--- config.mk ---
export PLATFORM = sky130hd
export DESIGN_NAME = sws_supervisor
export DESIGN_NICKNAME = d
export VERILOG_FILES = /design/src/rtl/sws_supervisor.v
export VERILOG_INCLUDE_DIRS = /design/src /design/src/rtl
export SDC_FILE = /design/constraint.sdc
export NUM_CORES = 1
export LEC_CHECK = 0
export ABC_CLOCK_PERIOD_IN_PS = 2900
export BUFFER_PORTS_ARGS = -buffer_cell sky130_fd_sc_hd__buf_2
export CAP_MARGIN = 40
export CORE_UTILIZATION = 56
export CTS_CLUSTER_SIZE = 24
export DETAILED_ROUTE_END_ITERATION = 8
export GPL_ROUTABILITY_DRIVEN = 0
export PLACE_DENSITY = 0.8
export SLEW_MARGIN = 40
export SYNTH_ARGS = -nofsm -noshare
export SYNTH_HDL_FRONTEND = slang
export SYNTH_SLANG_ARGS = --single-unit
--- constraint.sdc ---
create_clock -name clk -period 2.9 [get_ports clk]
set_clock_uncertainty 0.05 [all_clocks]
set_input_delay 0.29 -clock clk [delete_from_list [all_inputs] [get_ports clk]]
set_output_delay 0.29 -clock clk [all_outputs]
set_load 0.02 [all_outputs]
--- src/rtl/sws_regs.vh ---
// register map, field positions, reset values and timing counts of the supervisor
`ifndef SWS_REGS_VH
`define SWS_REGS_VH

// register offsets
`define SWS_RCWC_ADDR      8'hB1
`define SWS_SDC_ADDR       8'hB3

// reset cause and watchdog control fields
`define SWS_RCWC_OVF_BIT   7
`define SWS_RCWC_POR_BIT   5
`define SWS_RCWC_LVR_BIT   4
`define SWS_RCWC_PIN_BIT   3
`define SWS_RCWC_PER_LSB   0
`define SWS_RCWC_POR_VAL   8'h20

// supply detector control fields
`define SWS_SDC_EN_BIT     7
`define SWS_SDC_STAT_BIT   6
`define SWS_SDC_MODE_BIT   5
`define SWS_SDC_IRQ_BIT    4
`define SWS_SDC_SEL_LSB    0
`define SWS_SDC_RST_VAL    8'h00

// overrange detection
`define SWS_PROG_LAST      16'h1FFF
`define SWS_ILL_OPCODE     8'hA5

// timing
`define SWS_CLK_MHZ        100
`define SWS_DEB_MIN_US     30
`define SWS_DEB_CYC        (`SWS_DEB_MIN_US * `SWS_CLK_MHZ)
`define SWS_WDT_TICK_US    1000
`define SWS_WDT_TICK_CYC   (`SWS_WDT_TICK_US * `SWS_CLK_MHZ)

`endif

--- src/rtl/sws_supervisor.v ---
// supply detector, low-voltage reset, overrange check and watchdog with reset causes
`include "sws_regs.vh"

module sws_supervisor #(
    parameter integer WDT_TICK_CYC = `SWS_WDT_TICK_CYC
) (
    input  wire        clk,            // system clock, 100 MHz
    input  wire        nrst,           // power-on reset, active low
    input  wire [7:0]  reg_addr,       // register address
    input  wire [7:0]  reg_wdata,      // register write data
    input  wire        reg_we,         // write strobe
    input  wire        reg_re,         // read strobe
    output reg  [7:0]  reg_rdata,      // read data, cycle after strobe
    input  wire        vdd_below_det,  // comparator: supply below detector threshold
    input  wire        vdd_below_lvr,  // comparator: supply at or below lvr level
    output reg  [12:0] det_thr_mv,     // selected detector threshold in mV
    output reg         det_thr_valid,  // selected code is not reserved
    input  wire        lvr_option,     // factory option: low-voltage reset present
    input  wire        wdt_option,     // factory option: watchdog present
    input  wire        pd_wdt_option,  // factory option: watchdog runs in power-down
    input  wire        pd_mode,        // processor is in power-down
    input  wire        pin_reset,      // external pin reset event
    input  wire        fetch_valid,    // opcode fetch strobe
    input  wire [15:0] fetch_pc,       // program counter of the fetch
    input  wire [7:0]  fetch_opcode,   // fetched opcode
    output wire        det_irq,        // detector interrupt request
    output wire        wake_req,       // wake request out of power-down
    output wire        sys_reset,      // system reset request
    output wire        ovr_reset,      // overrange reset pulse
    output wire        wdt_expired     // watchdog overflow pulse
);

    // counts are worked out as integers, then cut to the counter widths on purpose
    localparam integer DEB_LAST_I  = `SWS_DEB_CYC - 1;
    localparam integer TICK_LAST_I = WDT_TICK_CYC - 1;
    localparam [11:0]  DEB_LAST    = DEB_LAST_I[11:0];
    localparam [16:0]  TICK_LAST   = TICK_LAST_I[16:0];

    // address decode used by write, read and watchdog restart
    function is_rcwc;
        input [7:0] a;
        begin
            is_rcwc = (a == `SWS_RCWC_ADDR);
        end
    endfunction

    function is_sdc;
        input [7:0] a;
        begin
            is_sdc = (a == `SWS_SDC_ADDR);
        end
    endfunction

    // detector threshold in mV; codes 1100 and 1101 are reserved and give zero
    function [12:0] det_mv;
        input [3:0] s;
        begin
            case (s)
                4'h0:    det_mv = 13'h0960;
                4'h1:    det_mv = 13'h09F6;
                4'h2:    det_mv = 13'h0A8C;
                4'h3:    det_mv = 13'h0B22;
                4'h4:    det_mv = 13'h0BB8;
                4'h5:    det_mv = 13'h0C4E;
                4'h6:    det_mv = 13'h0CE4;
                4'h7:    det_mv = 13'h0D7A;
                4'h8:    det_mv = 13'h0E10;
                4'h9:    det_mv = 13'h0EA6;
                4'hA:    det_mv = 13'h0F3C;
                4'hB:    det_mv = 13'h0FD2;
                4'hE:    det_mv = 13'h1068;
                4'hF:    det_mv = 13'h11C6;
                default: det_mv = 13'h0000;
            endcase
        end
    endfunction

    // minimum overflow period in 1 ms ticks
    function [12:0] wdt_ms;
        input [2:0] p;
        begin
            case (p)
                3'h0:    wdt_ms = 13'h1000;
                3'h1:    wdt_ms = 13'h0400;
                3'h2:    wdt_ms = 13'h0100;
                3'h3:    wdt_ms = 13'h0080;
                3'h4:    wdt_ms = 13'h0040;
                3'h5:    wdt_ms = 13'h0010;
                3'h6:    wdt_ms = 13'h0004;
                default: wdt_ms = 13'h0001;
            endcase
        end
    endfunction

    // software-visible fields and flags, with internal edge history, pulses and watchdog counters
    reg        det_en_reg;
    reg        det_mode_reg;
    reg [3:0]  det_sel_reg;
    reg        det_irq_reg;
    reg        det_stat_d_reg;
    reg [2:0]  wdt_per_reg;
    reg        flag_ovf_reg;
    reg        flag_por_reg;
    reg        flag_lvr_reg;
    reg        flag_pin_reg;
    reg        lvr_d_reg;
    reg        ovr_reg;
    reg        wdt_ovf_reg;
    reg [16:0] pre_reg;
    reg [12:0] wdt_cnt_reg;

    wire       wr_rcwc = reg_we & is_rcwc(reg_addr);
    wire       wr_sdc  = reg_we & is_sdc(reg_addr);

    // raw conditions ahead of the debouncers
    wire [1:0] deb_raw;
    wire [1:0] deb_ok;
    wire       det_cond = det_mode_reg ? ~vdd_below_det : vdd_below_det;
    assign deb_raw[0] = det_en_reg & det_cond;
    assign deb_raw[1] = lvr_option & vdd_below_lvr;

    // persistence filters; a condition that drops restarts its count at once
    genvar g;
    generate
        for (g = 0; g < 2; g = g + 1) begin : g_deb
            reg [11:0] cnt_reg;
            reg        ok_reg;
            always @(posedge clk or negedge nrst) begin
                if (!nrst) begin
                    cnt_reg <= 12'h000;
                    ok_reg  <= 1'b0;
                end else if (!deb_raw[g]) begin
                    cnt_reg <= 12'h000;
                    ok_reg  <= 1'b0;
                end else if (cnt_reg == DEB_LAST) begin
                    ok_reg  <= 1'b1;
                end else begin
                    cnt_reg <= cnt_reg + 12'h001;
                end
            end
            assign deb_ok[g] = ok_reg;
        end
    endgenerate

    wire det_stat = deb_ok[0];
    wire det_rise = det_stat & ~det_stat_d_reg;
    wire lvr_hold = deb_ok[1];
    wire lvr_rise = lvr_hold & ~lvr_d_reg;

    // overrange: address past the last program byte or the unused opcode
    wire ovr_hit = fetch_valid & ((fetch_pc > `SWS_PROG_LAST) |
                                  (fetch_opcode == `SWS_ILL_OPCODE));

    // every reset cause other than power-on; control registers return to reset values, the cause flags keep theirs
    wire soft_rst = lvr_hold | pin_reset | ovr_reg | wdt_ovf_reg;

    // watchdog clock gating; stopped in power-down unless the option keeps it
    wire wdt_run  = wdt_option & ~(pd_mode & ~pd_wdt_option);
    wire wdt_kick = ((reg_we | reg_re) & is_rcwc(reg_addr)) | soft_rst;
    wire wdt_tick = wdt_run & (pre_reg == TICK_LAST);

    // 1 ms prescaler stands in for the separate rc oscillator
    always @(posedge clk or negedge nrst) begin
        if (!nrst) begin
            pre_reg <= 17'h00000;
        end else if (wdt_kick | wdt_tick) begin
            pre_reg <= 17'h00000;
        end else if (wdt_run) begin
            pre_reg <= pre_reg + 17'h00001;
        end
    end

    // down counter; one extra tick at zero keeps the period a minimum
    always @(posedge clk or negedge nrst) begin
        if (!nrst) begin
            wdt_cnt_reg <= 13'h1000;
            wdt_ovf_reg <= 1'b0;
        end else begin
            wdt_ovf_reg <= 1'b0;
            if (wdt_kick) begin
                wdt_cnt_reg <= wdt_ms(soft_rst ? 3'h0 : wdt_per_reg);
            end else if (wdt_tick) begin
                if (wdt_cnt_reg == 13'h0000) begin
                    wdt_ovf_reg <= 1'b1;
                    wdt_cnt_reg <= wdt_ms(3'h0);
                end else begin
                    wdt_cnt_reg <= wdt_cnt_reg - 13'h0001;
                end
            end
        end
    end

    // overrange pulse and edge history
    always @(posedge clk or negedge nrst) begin
        if (!nrst) begin
            ovr_reg        <= 1'b0;
            lvr_d_reg      <= 1'b0;
            det_stat_d_reg <= 1'b0;
        end else begin
            ovr_reg        <= ovr_hit;
            lvr_d_reg      <= lvr_hold;
            det_stat_d_reg <= det_stat;
        end
    end

    // detector control; all reset types return it to zero
    always @(posedge clk or negedge nrst) begin
        if (!nrst) begin
            det_en_reg   <= 1'b0;
            det_mode_reg <= 1'b0;
            det_sel_reg  <= 4'h0;
        end else if (soft_rst) begin
            det_en_reg   <= 1'b0;
            det_mode_reg <= 1'b0;
            det_sel_reg  <= 4'h0;
        end else if (wr_sdc) begin
            det_en_reg   <= reg_wdata[`SWS_SDC_EN_BIT];
            det_mode_reg <= reg_wdata[`SWS_SDC_MODE_BIT];
            det_sel_reg  <= reg_wdata[`SWS_SDC_SEL_LSB +: 4];
        end
    end

    // interrupt flag: a new event beats a same-cycle clear, writing 1 does nothing
    always @(posedge clk or negedge nrst) begin
        if (!nrst) begin
            det_irq_reg <= 1'b0;
        end else if (det_rise) begin
            det_irq_reg <= 1'b1;
        end else if (soft_rst) begin
            det_irq_reg <= 1'b0;
        end else if (wr_sdc && !reg_wdata[`SWS_SDC_IRQ_BIT]) begin
            det_irq_reg <= 1'b0;
        end
    end

    // period field; any reset type brings back the longest period
    always @(posedge clk or negedge nrst) begin
        if (!nrst) begin
            wdt_per_reg <= 3'h0;
        end else if (soft_rst) begin
            wdt_per_reg <= 3'h0;
        end else if (wr_rcwc) begin
            wdt_per_reg <= reg_wdata[`SWS_RCWC_PER_LSB +: 3];
        end
    end

    // reset cause flags; set wins over a software clear in the same cycle
    always @(posedge clk or negedge nrst) begin
        if (!nrst) begin
            flag_ovf_reg <= 1'b0;
            flag_por_reg <= 1'b1;
            flag_lvr_reg <= 1'b0;
            flag_pin_reg <= 1'b0;
        end else begin
            if (ovr_reg | wdt_ovf_reg)
                flag_ovf_reg <= 1'b1;
            else if (wr_rcwc && !reg_wdata[`SWS_RCWC_OVF_BIT])
                flag_ovf_reg <= 1'b0;
            if (wr_rcwc && !reg_wdata[`SWS_RCWC_POR_BIT])
                flag_por_reg <= 1'b0;
            if (lvr_rise)
                flag_lvr_reg <= 1'b1;
            else if (wr_rcwc && !reg_wdata[`SWS_RCWC_LVR_BIT])
                flag_lvr_reg <= 1'b0;
            if (pin_reset)
                flag_pin_reg <= 1'b1;
            else if (wr_rcwc && !reg_wdata[`SWS_RCWC_PIN_BIT])
                flag_pin_reg <= 1'b0;
        end
    end

    // threshold decode registered so the analog side sees a stable code
    always @(posedge clk or negedge nrst) begin
        if (!nrst) begin
            det_thr_mv    <= 13'h0000;
            det_thr_valid <= 1'b0;
        end else begin
            det_thr_mv    <= det_mv(det_sel_reg);
            det_thr_valid <= (det_mv(det_sel_reg) != 13'h0000);
        end
    end

    // read data, valid only in the cycle after the strobe; unmapped reads zero
    always @(posedge clk or negedge nrst) begin
        if (!nrst) begin
            reg_rdata <= 8'h00;
        end else if (reg_re && is_rcwc(reg_addr)) begin
            reg_rdata <= {flag_ovf_reg, 1'b0, flag_por_reg, flag_lvr_reg,
                          flag_pin_reg, wdt_per_reg};
        end else if (reg_re && is_sdc(reg_addr)) begin
            reg_rdata <= {det_en_reg, det_stat, det_mode_reg, det_irq_reg,
                          det_sel_reg};
        end else begin
            reg_rdata <= 8'h00;
        end
    end

    // outputs; low-voltage reset holds as long as the supply stays low
    assign det_irq     = det_irq_reg;
    assign wake_req    = det_irq_reg & pd_mode;
    assign sys_reset   = lvr_hold | ovr_reg | wdt_ovf_reg;
    assign ovr_reset   = ovr_reg;
    assign wdt_expired = wdt_ovf_reg;

endmodule // sws_supervisor

# Word-level counts from Yosys, hierarchy flattened

Memory sizes are Yosys's and may differ from the RTL's. A register that Yosys moved wholly into a read port is not among the register bits.
Cells that the tools add are included.
W data, S select, Z words.

Bits in writable memories: 0
Bits in read-only memories: 384
Logic and storage cells: 133
Input port bits: 52
Register bits after elaboration: 96
Memories kept: 2
Latch bits: 0

Bitwise gates (word level): 27
Divide/modulo/power cells: 0
Reductions and logical operators: 23
Equality and inequality tests: 16
$lt $le $gt $ge: 1
Shift-type cells: 0
Multiply operators: 0
Add/sub/neg operators: 4
Mux-type cells: 38

Memory list:

| memory           | words | bits a word | rd ports | clocked after memory_dff | wr ports | line                | RTL |
|---|---|---|---|---|---|---|---|
| (name not given) | 16    | 12          | 1        | 1                        | 0        | sws_supervisor.v:58 | `case (s)` |
| (name not given) | 16    | 12          | 1        | 0                        | 0        | sws_supervisor.v:58 |  |

Operators by type and width:

| cell                    | number |
|---|---|
| $pmux W13 S7            | 1 |
| $mux W12                | 4 |
| $mux W13                | 3 |
| $mux W17                | 2 |
| $add A12 B1 Y12 const B | 2 |
| $eq A12 B12 Y1 const B  | 2 |
| $eq A8 B8 Y1 const B    | 3 |
| $mux W1                 | 21 |
| $add A17 B1 Y17 const B | 1 |
| $eq A17 B17 Y1 const B  | 1 |
| $gt A16 B13 Y1 const B  | 1 |
| $mux W8                 | 2 |
| $reduce_bool A2 Y1      | 7 |
| $logic_not A13 Y1       | 1 |
| $reduce_bool A13 Y1     | 1 |
| $sub A13 B1 Y13 const B | 1 |
| $and A1 B1 Y1           | 12 |
| $or A1 B1 Y1            | 10 |
| $eq A3 B3 Y1 const B    | 3 |
| $mux W3                 | 3 |
| $mux W4                 | 2 |
| $logic_and A1 B1 Y1     | 7 |
| $eq A3 B2 Y1 const B    | 2 |
| $logic_not A1 Y1        | 5 |
| other kinds (6)         | 12 |

# Depth between registers and ports, before layout

Gate-level depths: netlist of the first run.

Depth after elaboration: 7
Depth in mapped cells: 7

# Worst setup path after synthesis of the first run

OpenSTA, ideal clock, no wires.

Path type: reg-to-reg
From: register pre_reg[12]
To: register wdt_cnt_reg[1]
Stages on the path, launching flop included: 7
Period minus slack after synthesis: 2.156 ns
Data arrival time: 2.028 ns
Setup slack: 0.744 ns
Path through: dfrtp_1 -> or4b_4 -> nor4_4 -> nand2_2 -> buf_4 -> or3_1 -> a21oi_1

Word-level cells in the longest chain between the ends: 3

Ends and longest elaborated chain:

| what                         | line                 | RTL |
|---|---|---|
| start, declared              | sws_supervisor.v:109 | `reg [16:0] pre_reg;` |
| start signal, assigned       | sws_supervisor.v:169 | `pre_reg <= pre_reg + 17'h00001;` |
| $eq A17 B17 Y1               | sws_supervisor.v:160 | `wire wdt_tick = wdt_run & (pre_reg == TICK_LAST);` |
| $and A1 B1 Y1                | sws_supervisor.v:160 |  |
| $reduce_bool A2 Y1 (no line) | --                   |  |
| end signal, assigned         | sws_supervisor.v:181 | `wdt_cnt_reg <= wdt_ms(soft_rst ? 3'h0 : wdt_per_reg);` |
| end signal, assigned         | sws_supervisor.v:185 | `wdt_cnt_reg <= wdt_ms(3'h0);` |
| end signal, assigned         | sws_supervisor.v:187 | `wdt_cnt_reg <= wdt_cnt_reg - 13'h0001;` |
| end, declared                | sws_supervisor.v:110 | `reg [12:0] wdt_cnt_reg;` |

Every way passes these cells.
A chain may end at the register's enable or synchronous reset.

# Worst setup path in the final report of the first run

From: register pre_reg[12]
To: register pre_reg[9]

Word-level cells in the longest chain between the ends: 4

Ends and longest elaborated chain:

| what                                           | line                 | RTL |
|---|---|---|
| $eq A17 B17 Y1 (*)                             | sws_supervisor.v:160 |  |
| $and A1 B1 Y1 (*)                              | sws_supervisor.v:160 |  |
| $or A1 B1 Y1 (*)                               | sws_supervisor.v:166 | `end else if (wdt_kick \| wdt_tick) begin` |
| $mux W17 or $reduce_bool A2 Y1 (tied branches) | --                   |  |

Every way passes the cells marked *; elsewhere a longest branch is shown, timed or not.

==> summary by stage, run 1 <==
Detailed routing
For this block, the initial DRC count from the detailed router was between 200 and 250. The total routed wirelength is around 9500 um. In the final routed layout, each cell accounts on average for around 15 um.

The first TritonRoute pass finished after 4 iterations. The routed layout has ~3700 vias. The number of routed nets with antenna violations is 0. The ratio of routed vias to standard cells is between 5 and 6. The total DRC errors in the routed layout is 0.

Run status
The flow ran to the end, and the final reports show no timing, DRC or antenna violations.

Synthesis
Ranked by total cell area, the synthesized netlist is headed by sky130_fd_sc_hd__dfrtp_1 50%, sky130_fd_sc_hd__nor2_1 5.8%, sky130_fd_sc_hd__xnor2_1 3.8%. The commonest cells after synthesis are 93 x sky130_fd_sc_hd__dfrtp_1, 72 x sky130_fd_sc_hd__nor2_1, 28 x sky130_fd_sc_hd__nand2_1, 23 x sky130_fd_sc_hd__a21oi_1. The fraction of synthesized cell area taken by the top area cell type is between 50% and 60%. The gate count of the mapped netlist is 468. Yosys instantiated no cell more often than sky130_fd_sc_hd__dfrtp_1. Yosys mapped a number of flops with a built-in enable equal to 0. The share of flip-flops with an asynchronous set or reset after synthesis is 100%.

Sequential elements use about half of the synthesized area. Among all flip-flop cells after synthesis, the most frequent one is sky130_fd_sc_hd__dfrtp_1. Averaged over all synthesized cells, the footprint is slightly below 10 sq um. After synthesis the netlist holds a flip-flop and latch count of 95.

The number of nets in the synthesized netlist is 531. The number of different library cells used by synthesis comes to 50. The synthesized cell area is around 0.0046 sq mm. Yosys printed 0 warnings.

The largest area contributor in the synthesized netlist is sky130_fd_sc_hd__dfrtp_1.

Pwr
The maximum ir drop on the vdd rail is roughly 0.00024 V. The static power due to leakage is around 2.4 nW. The areal power density over the cells is roughly 450 mW/mm^2. The completed layout was analyzed and its total power is roughly 2.4 mW.

Critical path
The required time at the worst-slack endpoint is around 3100 ps. The slack of the worst reg-to-reg path is 330 ps. The type of the worst setup path is reg -> reg.

The critical path goes through or4b_4 > nor4_4 > nand2_2 > nand2_1 > nor2_1. STA classifies the critical path endpoint as a register. The highest net fanout along the worst path is 16.

The startpoint of the worst-slack reg-to-reg timing path is pre_reg[12]$_DFFE_PN0P_. The critical path contains buffers and inverters numbering 0 combined. The number of cells traversed by the worst register-to-register path is 5. On the critical path the largest part of the delay comes from simple AND/OR/NAND/NOR gates. The worst-path cell with the longest stage delay is sky130_fd_sc_hd__or4b_4. The startpoint type of the worst setup path is a register.

The number of stages on the worst setup path is 5. The largest single stage delay on the critical path is approximately 550 ps. The worst register-to-register path ends at pre_reg[9]$_DFFE_PN0P_. Following the worst setup path forward leads to its endpoint at pre_reg[9]$_DFFE_PN0P_. The data arrival time of the worst path is roughly 2700 ps. The startpoint of the worst setup timing path is pre_reg[12]$_DFFE_PN0P_.

Global route
The wire length of the first global-routing pass is approximately 16000 um. Entering global routing, the biggest net connects 57 pins. After global routing the overflow that remains totals 0.

The initial antenna violation count is 0. The aggregate global-route resource usage is between 20% and 30%. The number of global-route vias before repair is roughly 3500.

Hold path
The classification of the worst-slack hold path is in -> reg. In this run the most critical hold path is launched from fetch_valid.

Finish
The count of inserted antenna diode cells is 0. The relative area change from synthesis to final layout is 13.5%. The final cell count without fillers is ~640. Once layout is done, the placed cells without fillers occupy ~0.0053 sq mm.

The share of the core filled with cells in the final layout is roughly 67%. Of the cells placed in the final design, the portion with a size suffix greater than 1 is between 15 and 20%. The number of flip-flops under the largest register name is 24. In the final design database the tool counted roughly 600 nets.

CTS
After clock tree synthesis, the clock-pin slew on the worst setup and hold paths is approximately 90 ps. The post-cts gate resize count is 0. Clock latency on the worst-skew pair, taken at its later pin, is ~370 ps. CTS placed an instance of sky130_fd_sc_hd__clkbuf_8 at the clock tree root. The clock passes through at most 2 buffers. TritonCTS built the clock tree. CTS built an H-tree with a depth of 3. The number of clock buffers inserted by TritonCTS is 9. The number of setup buffers added after CTS is 0. The clock net in this run drives a total of 95 sinks.

Timing
For the pin with the worst max-slew slack, the measured transition is between 700 and 800 ps. The number of hold-slack violations in the final timing report is 0. The final hold slack is just under 90 ps. The worst path in the final design needs a cycle of 2570 ps, including I/O delays and setup. The number of pins with negative max-slew slack in the final report is 0.

In this run the tightest slew margin relative to its limit is about half. Setup repair after global routing left no endpoint under its margin. Setup violations remaining at the end of the flow were counted as 0. Of the available clock period, the critical path in the final layout requires about nine tenths. The fmax is 390 MHz. Once routing completed, OpenROAD measured the worst setup slack at ~330 ps. For the final routed database, the setup TNS stands at 0 ps.

Placed design
Port buffering added 63 buffers. The placed instances occupy a cell area of approximately 0.005 sq mm. The setup slack at placement is 331 ps. Once detailed placement completed, the half-perimeter wirelength came to approximately 6800 um. The number of placed instances, taps included, is between 600 and 700.

Floorplanning
The die area is approximately 0.0087 sq mm. The floorplan has 32 rows. The area of the placeable core is 0.00789 sq mm. The initial utilization of the core area, before any placement, comes to 58.9%. The vertical die dimension is around 93 um. In this run the count of I/O pins placed on the die edge is between 70 and 80. The die outline width is slightly above 90 um.

Run
Max-cap violations in this run came to 0.
[kinds of logic after synthesis]
group                    count (synthesis)  synth area share [%]
AND/OR/NAND/NOR                        212                  24.2
other                                    1                0.0807
XOR/XNOR                                36                  6.78
AO/OA/AOI/OAI                           70                  9.07
adder cells (fa/ha/maj)                 11                  2.96
buffers and inverters                   28                  2.50
flip-flops                              95                  51.2
multiplexers                            15                  3.23
[how the worst min path moves through the flow]
stage	endpoint	slack (ps)	cells after the start
6_report	ovr_reset$_DFF_PN0_	90	2
5_1_grt	flag_pin_reg$_DFFE_PN0P_	90	2
4_1_cts	ovr_reset$_DFF_PN0_	80	2
3_5_place_dp	det_sel_reg[0]$_DFFE_PN0P_	260	1
3_3_place_gp	det_thr_mv[9]$_DFF_PN0_	250	1
2_1_floorplan	det_en_reg$_DFFE_PN0P_	-60	0
[report_power, final]
part	switching, mW	internal (mW)
registers	0.0103	1.33
logic	0.0908	0.0516
clock network	0.491	0.409
[metal layers]
metal  part of all wire [%]  wire [um]  track usage (%)
met4                    1.3        124             8.08
met3                    5.2        488             4.96
met5                      0          0                0
met2                     48       4510             38.0
met1                     46       4350             32.5
[final cells by class]
cell class / count / area [sq um]
Fill cell: 627 / 2610
Sequential cell: 95 / 2380
Multi-Input combinational cell: 345 / 2150
Timing Repair Buffer: 68 / 370
Tap cell: 102 / 128
Clock buffer: 9 / 124
Clock inverter: 7 / 78.8
Inverter: 11 / 41.3
[what timing repair did]
item | CTS | global route
endpoints found under the setup margin | 0 | 0
hold endpoints to repair | 38 | 0
hold buffers | 1 | 0
[placed cells by master, fill, tap and decap left out, types with 4 or more instances in the layout]
cell type / Yosys / routed
sky130_fd_sc_hd__dfrtp_1: 93 / 93
sky130_fd_sc_hd__nor2_1: 72 / 72
sky130_fd_sc_hd__buf_2: 3 / 62
sky130_fd_sc_hd__nand2_1: 28 / 28
sky130_fd_sc_hd__a21oi_1: 23 / 23
sky130_fd_sc_hd__o21ai_0: 20 / 20
sky130_fd_sc_hd__xnor2_1: 20 / 20
sky130_fd_sc_hd__nand3_1: 19 / 19
sky130_fd_sc_hd__xor2_1: 16 / 16
sky130_fd_sc_hd__nand4_1: 16 / 16
sky130_fd_sc_hd__mux2i_1: 15 / 15
sky130_fd_sc_hd__nor3_1: 13 / 13
sky130_fd_sc_hd__inv_1: 11 / 11
sky130_fd_sc_hd__ha_1: 11 / 11
sky130_fd_sc_hd__and3_1: 10 / 10
sky130_fd_sc_hd__clkbuf_8: 0 / 9
sky130_fd_sc_hd__nand2b_1: 8 / 8
sky130_fd_sc_hd__a22o_1: 7 / 7
sky130_fd_sc_hd__nor2b_1: 6 / 6
sky130_fd_sc_hd__nor4_1: 6 / 6
sky130_fd_sc_hd__a31oi_1: 6 / 6
sky130_fd_sc_hd__and2_1: 4 / 4
sky130_fd_sc_hd__or4_1: 4 / 4
sky130_fd_sc_hd__nand4b_1: 4 / 4
sky130_fd_sc_hd__or3_1: 4 / 4
sky130_fd_sc_hd__buf_4: 2 / 4
Power figures use the tool's default switching activity.
==> run 2: changes to the inputs <==
ABC_CLOCK_PERIOD_IN_PS = 2400   (was 2900)
clock period = 2.4 ns   (was 2.9 ns; I/O delays follow)
==> summary by stage, run 2 (same netlist as run 1, synthesis figures left out) <==
Timing
The portion of the clock cycle consumed by the worst path in the final layout was 92.2% (+3.8 points). The setup TNS after final layout is 0 ps (unchanged). The final critical-path required period was 2210 ps (-352 ps). The fmax was 452 MHz (+16%).

The number of pins with negative max-slew slack in the final report is 0 (unchanged). The post-route worst setup slack came to 186 ps (-148 ps). The final hold slack is 68.1 ps (-18.8 ps). The number of hold-slack violations in the final timing report is 0 (unchanged). The slew at the pin closest to its max-slew limit is 550 ps (-197 ps). Setup repair after global routing left no endpoint under its margin. The remaining max-slew budget at the tightest pin is 63.3% (+14 points). The final setup violation count is 0 (unchanged).

Detailed routing
The ratio of routed vias to standard cells is 5.84 (+0.63%). The detailed router's first-iteration violation count is 226 (+10%). The overall via count from detail_route came to 3775 (+2.1%). The total DRC errors in the routed layout is 0 (unchanged). The total routed wirelength is 9670 um (+2.1%).

The number of routed nets with antenna violations came to 0 (unchanged). The number of iterations in the first detailed-routing pass is 4 (unchanged). The wire length per cell after detailed routing was 15.0 um (+0.67%).

Finish
The filler cell count in the final layout is 654 (+4.3%). The count of inserted antenna diode cells came to 0 (unchanged). The number of nets in the layout is 602 (+1.5%). The number of flip-flops under the largest register name is 24 (unchanged). The relative area change from synthesis to final layout is 14.2%. The final cell count without fillers is 646 (+1.4%). In the layout the commonest cells are 93 x sky130_fd_sc_hd__dfrtp_1, 72 x sky130_fd_sc_hd__nor2_1, 62 x sky130_fd_sc_hd__buf_2.

The proportion of layout cells with a drive suffix above 1 is 18.8% (+0.99 points). Leaving out fill and tap cells, the most frequent cell in the layout is sky130_fd_sc_hd__dfrtp_1.

CTS
The latest clock arrival within the worst-skew pair came to 350 ps (-20 ps). The number of clock buffers inserted by TritonCTS is 9 (unchanged). The clock-pin slew on the worst setup and hold paths is 90 ps (about the same).

The TritonCTS clock tree is yes. The clock net sink count is 95 (unchanged). The clock tree buffer depth was 2 (unchanged). The cell sitting at the root of the clock tree is a sky130_fd_sc_hd__clkbuf_8. The post-cts gate resize count is 0 (unchanged). The H-tree level count came to 3 (unchanged).

Floorplanning
The die outline width is 93.1 um (unchanged). The area of the placeable core is 0.00789 sq mm (unchanged). The initial standard-cell utilization of the core is 58.9% (unchanged). The vertical die dimension was 93.1 um (unchanged). The die area is 0.00867 sq mm (unchanged). The standard-cell row count is 32 (unchanged). The total I/O pin count was 79 (unchanged).

Run
The max capacitance violation total is 0 (unchanged).

Critical path
The largest stage delay on the critical path is 560 ps (about the same). The highest net fanout along the worst path was 10 (-6). The worst setup path is captured at a register. The data arrival time of the worst path came to 2440 ps (-300 ps). The slack of the worst reg-to-reg path is 190 ps (-150 ps). In this design, the largest share of critical-path delay is due to simple AND/OR/NAND/NOR gates. The worst setup path is of the reg -> reg kind. The startpoint type of the worst setup path is a register. The required time at the worst-slack endpoint is 2630 ps (-440 ps).

The worst-path cell with the longest stage delay is sky130_fd_sc_hd__or4b_4. Traced cell by cell, the critical path runs through or4b_4 > nor4_4 > nand2_2 > buf_4 > or3_1 > a21oi_1. The buffers plus inverters on the worst setup path came to 1 (+1).

Global route
The maximum number of pins on one net before global-route repair is 62 (+8.8%). The aggregate global-route resource usage came to 23.7% (-0.089 points). The total congestion overflow after global routing is 0 (unchanged). The wire length of the first global-routing pass came to 16100 um (-0.22%). The initial antenna violation count was 0 (unchanged).

The number of global-route vias before repair is 3506 (+0.40%).

Placed design
The setup slack at placement was 227 ps (-104 ps). The port buffer count is 63 (unchanged). The number of cells after detailed placement is 629 (+1.5%). The detailed placer's ending HPWL is 6870 um (+1.4%).

Pwr
The combinational power share is 6.5% (+0.5 points). The total power after layout is 2.76 mW (+16%). The switching fraction of total power is 24.4% (-0.37 points). The net switching power of the design is 0.674 mW (+14%). The static power due to leakage is 2.40 nW (+0.93%).

The areal power density over the cells came to 520 mW/mm^2 (+15%). The maximum ir drop on the vdd rail is 0.000251 V (+4.3%). The sequential share of power was 58.8% (+2.5 points). The internal power summed over all cells was 2.08 mW (+16%). The share of power burned in the clock network is 34.7% (-3.0 points).

Run status
The flow ran to the end, and the final reports show no timing, DRC or antenna violations.

Hold path
The classification of the worst-slack hold path is in -> reg.
[run 2: cell types whose count changed in the layout (fill, tap and decap cells not counted)]
cell                         previous run  this run
sky130_fd_sc_hd__clkinv_2               1         0
sky130_fd_sc_hd__clkinv_4               0         1
sky130_fd_sc_hd__clkbuf_1               0         2
sky130_fd_sc_hd__inv_6                  2         0
sky130_fd_sc_hd__bufinv_16              1         0
sky130_fd_sc_hd__buf_4                  4        13
sky130_fd_sc_hd__inv_8                  1         0
sky130_fd_sc_hd__buf_6                  0         1
sky130_fd_sc_hd__buf_12                 1         0
sky130_fd_sc_hd__clkinvlp_4             2         3
sky130_fd_sc_hd__clkbuf_8               9        10
[run 2: stage by stage]
stage	util [%]	cell area (sq um)
2_1_floorplan	-	4650
6_report	67.3	5310
4_1_cts	67.2	5300
3_5_place_dp	64.9	5120
5_1_grt	67.3	5310
3_3_place_gp	64.9	5120
[run 2: power groups by stage]
stage	logic, mW	clock network, mW	registers [mW]
2_1_floorplan	0.0770	0	1.65
3_3_place_gp	0.171	0	1.65
3_5_place_dp	0.176	0	1.65
4_1_cts	0.178	0.972	1.62
5_1_grt	0.200	1.04	1.62
6_report	0.178	0.958	1.62
[run 2: area by class of cell]
type                    count  area (sq um)  area share (%)
multi-input cells         345          2150            40.6
inverters                  11          41.3           0.778
clock inverters             4          31.3           0.589
repair buffers             77           429            8.09
clock buffers              12           145            2.74
well taps                 102           128            2.41
flip-flops and latches     95          2380            44.8
[run 2: final timing paths]
check | startpoint | to | cells past startpoint
worst max register to register | pre_reg[12]$_DFFE_PN0P_ | wdt_cnt_reg[1]$_DFFE_PN0N_ | 6
worst min register to register | g_deb[1].ok_reg$_DFFE_PN0P_ | lvr_d_reg$_DFF_PN0_ | 0
worst max-delay path | pre_reg[12]$_DFFE_PN0P_ | wdt_cnt_reg[1]$_DFFE_PN0N_ | 6
worst min-delay path | pin_reset | flag_pin_reg$_DFFE_PN0P_ | 2
max in group asynchronous | nrst | g_deb[0].cnt_reg[11]$_DFFE_PN0P_ | 3
min in group asynchronous | nrst | det_thr_mv[9]$_DFF_PN0_ | 2
[run 2: worst reg2reg max path: stages, from the launching register on]
cell                      delay, ps
sky130_fd_sc_hd__dfrtp_1        460
sky130_fd_sc_hd__or4b_4         560
sky130_fd_sc_hd__nor4_4         320
sky130_fd_sc_hd__nand2_2        100
sky130_fd_sc_hd__buf_4          190
sky130_fd_sc_hd__or3_1          310
sky130_fd_sc_hd__a21oi_1        150
[run 2: per-layer routing]
| metal | wire length [um] | share of wire, % | vias up | GRT usage, % |
|---|---|---|---|---|
| met3 | 474 | 4.9 | 14 | 3.58 |
| met4 | 169 | 1.7 | 0 | 8.85 |
| met1 | 4460 | 46 | 1844 | 33.6 |
| met2 | 4570 | 47 | 125 | 37.3 |
| li1 | - | - | 1792 | - |
| met5 | 0 | 0 | - | 0 |
[run 2: what timing repair did]
item                                   4_1_cts  5_1_grt
setup buffers                                0        0
endpoints found under the hold margin       56        0
hold buffers                                 1        0
==> run 3: changes to the inputs <==
PLACE_DENSITY = not set   (was 0.8)
PLACE_DENSITY_LB_ADDON = 0.08   (was not set)
==> summary by stage, run 3 (same netlist as run 1, synthesis figures left out) <==
Floorplanning
The standard-cell row count came to 32 (unchanged). The initial standard-cell utilization of the core is 58.9% (unchanged). The area of the placeable core is 0.00789 sq mm (unchanged).

The die area is 0.00867 sq mm (unchanged). The die outline width is 93.1 um (unchanged). The vertical die dimension is 93.1 um (unchanged). The total I/O pin count came to 79 (unchanged).

Placed design
The detailed placer's ending HPWL is 6790 um (-1.3%). The instance area after placement was 0.00512 sq mm (about the same). The port buffer count came to 63 (unchanged). The number of cells after detailed placement is 628 (-0.16%).

Timing
The portion of the clock cycle consumed by the worst path in the final layout is 94.7% (+2.4 points). The setup TNS after final layout was 0 ps (unchanged). The final setup violation count is 0 (unchanged).

The final critical-path required period is 2270 ps (+58.6 ps). The remaining max-slew budget at the tightest pin is 61.7% (-1.6 points). Setup repair after global routing left no endpoint under its margin. The number of pins with negative max-slew slack in the final report is 0 (unchanged). The fmax is 440 MHz (-2.6%). The slew at the pin closest to its max-slew limit came to 575 ps (+24.3 ps). The number of hold-slack violations in the final timing report came to 0 (unchanged).

Critical path
The worst flop-to-flop path endpoint is wdt_cnt_reg[6]$_DFFE_PN0N_. The required time at the worst-slack endpoint was 2600 ps (-30 ps). The startpoint identified for the worst register-to-register timing path is pre_reg[12]$_DFFE_PN0P_. The worst setup path is captured at a register. The worst setup path is launched from a register. The type of the worst setup path is reg -> reg. The number of cells traversed by the worst register-to-register path is 6 (unchanged). The slack of the worst reg-to-reg path is 130 ps (-60 ps).

The highest net fanout along the worst path is 7 (-3). The data arrival time of the worst path is 2470 ps (+30 ps).

Detailed routing
The number of routed nets with antenna violations is 0 (unchanged). The total DRC errors in the routed layout was 0 (unchanged). The detailed router's first-iteration violation count was 210 (-7.1%).

The wire length per cell after detailed routing is 14.6 um (-2.5%). The number of iterations in the first detailed-routing pass is 4 (unchanged). The overall via count from detail_route is 3660 (-3.0%). The ratio of routed vias to standard cells is 5.67 (-2.9%). The total routed wirelength is 9410 um (-2.7%).

CTS
The latest clock arrival within the worst-skew pair was 350 ps (about the same). The number of clock buffers inserted by TritonCTS is 9 (unchanged). The clock net sink count is 95 (unchanged). TritonCTS built the clock tree. The clock-pin slew on the worst setup and hold paths is 90 ps (about the same). The cell sitting at the root of the clock tree is a sky130_fd_sc_hd__clkbuf_8. The post-cts gate resize count is 0 (unchanged).

The clock tree buffer depth is 2 (unchanged). The H-tree level count is 3 (unchanged).

Hold path
For hold timing, the worst endpoint is flag_pin_reg$_DFFE_PN0P_. The start point of the worst min-delay path is pin_reset. The classification of the worst-slack hold path is in -> reg.

The worst hold path stage count is 2 (unchanged).

Finish
The count of inserted antenna diode cells is 0 (unchanged). The combined area of the multi-input logic cells is 0.00215 sq mm (unchanged). The total area of sequential cells is 0.00238 sq mm (unchanged).

In the layout the commonest cells are 93 x sky130_fd_sc_hd__dfrtp_1, 72 x sky130_fd_sc_hd__nor2_1, 62 x sky130_fd_sc_hd__buf_2. The final instance area is 0.00536 sq mm (+0.99%). The final cell count without fillers is 645 (-0.15%). The number of nets in the layout is 601 (-0.17%). The most common cell after layout, fill and taps aside is sky130_fd_sc_hd__dfrtp_1. The filler cell count in the final layout is 623 (-4.7%). The relative area change from synthesis to final layout is 15.3%. The number of flip-flops under the largest register name is 24 (unchanged). The proportion of layout cells with a drive suffix above 1 is 18.8% (+0.035 points).

Global route
The maximum number of pins on one net before global-route repair came to 46 (-26%). The initial antenna violation count is 1 (+1). The number of global-route vias before repair is 3386 (-3.4%). The total congestion overflow after global routing is 0 (unchanged). The wire length of the first global-routing pass is 16000 um (-0.68%).

The aggregate global-route resource usage is 23.5% (-0.25 points).

Run
The max capacitance violation total is 0 (unchanged).

Pwr
The areal power density over the cells is 558 mW/mm^2 (+7.3%). The static power due to leakage is 2.43 nW (+1.4%). The total power after layout is 2.99 mW (+8.4%). The maximum ir drop on the vdd rail came to 0.000299 V (+19%).

Run status
The flow ran to the end, and the final reports show no timing, DRC or antenna violations.
-- run 3: cell types whose count changed in the layout (fill, tap and decap cells not counted), sizes merged --
cell	previous run	this run
clkinvlp	3	0
inv	11	14
bufinv	0	2
buf	76	75
clkbuf	12	11
clkinv	1	0
-- run 3: what timing repair did --
action,CTS,global route
hold endpoints to repair,43,0
hold buffers,1,0
setup buffers,0,0
-- run 3: final cells by class --
| cell class | instances | share of cell area [%] |
|---|---|---|
| sequential | 95 | 44.4 |
| timing repair buffer | 76 | 8.03 |
| clock buffer | 11 | 2.64 |
| inverter | 11 | 0.770 |
| tap | 102 | 2.38 |
| multi-input combinational | 345 | 40.2 |
| clock inverter | 5 | 1.61 |
-- run 3: per-stage QoR --
step           util (%)  hold slack (ps)  worst slack [ps]
4_1_cts            67.9             43.7               113
2_1_floorplan         -             -106               244
3_5_place_dp       64.9              235               191
6_report           67.9             57.9               128
5_1_grt            67.9             44.2              12.8
3_3_place_gp       64.9              226               212
-- run 3: critical path, stage by stage, from the launching register on --
cell and delay (ps):
sky130_fd_sc_hd__dfrtp_1 450, sky130_fd_sc_hd__or4b_4 550, sky130_fd_sc_hd__nor4_4 360, sky130_fd_sc_hd__buf_4 200, sky130_fd_sc_hd__and2_2 240, sky130_fd_sc_hd__nand2_1 80, sky130_fd_sc_hd__o311ai_1 250
-- run 3: worst max-delay path by stage --
stage,from,to,slack (ps)
after CTS,pre_reg[12]$_DFFE_PN0P_,wdt_cnt_reg[6]$_DFFE_PN0N_,110
after floorplan,pre_reg[12]$_DFFE_PN0P_,wdt_cnt_reg[1]$_DFFE_PN0N_,240
after detailed placement,pre_reg[12]$_DFFE_PN0P_,wdt_cnt_reg[11]$_DFFE_PN0N_,190
final,pre_reg[12]$_DFFE_PN0P_,wdt_cnt_reg[6]$_DFFE_PN0N_,130
after global placement,pre_reg[12]$_DFFE_PN0P_,wdt_cnt_reg[11]$_DFFE_PN0N_,210
after global routing,pre_reg[12]$_DFFE_PN0P_,wdt_cnt_reg[8]$_DFFE_PN0N_,10
-- run 3: routing by layer --
metal	part of all wire [%]	track usage, %	vias to the layer above
li1	-	-	1786
met1	47	32.9	1763
met2	47	37.4	99
met3	5.1	4.88	12
met4	1.1	6.15	0
met5	0	0	-
-- run 3: report_power, final --
part	switching, mW	internal (mW)	total [mW]
Sequential	0.0116	1.61	1.62
Clock	0.563	0.628	1.19
Combinational	0.111	0.0669	0.178
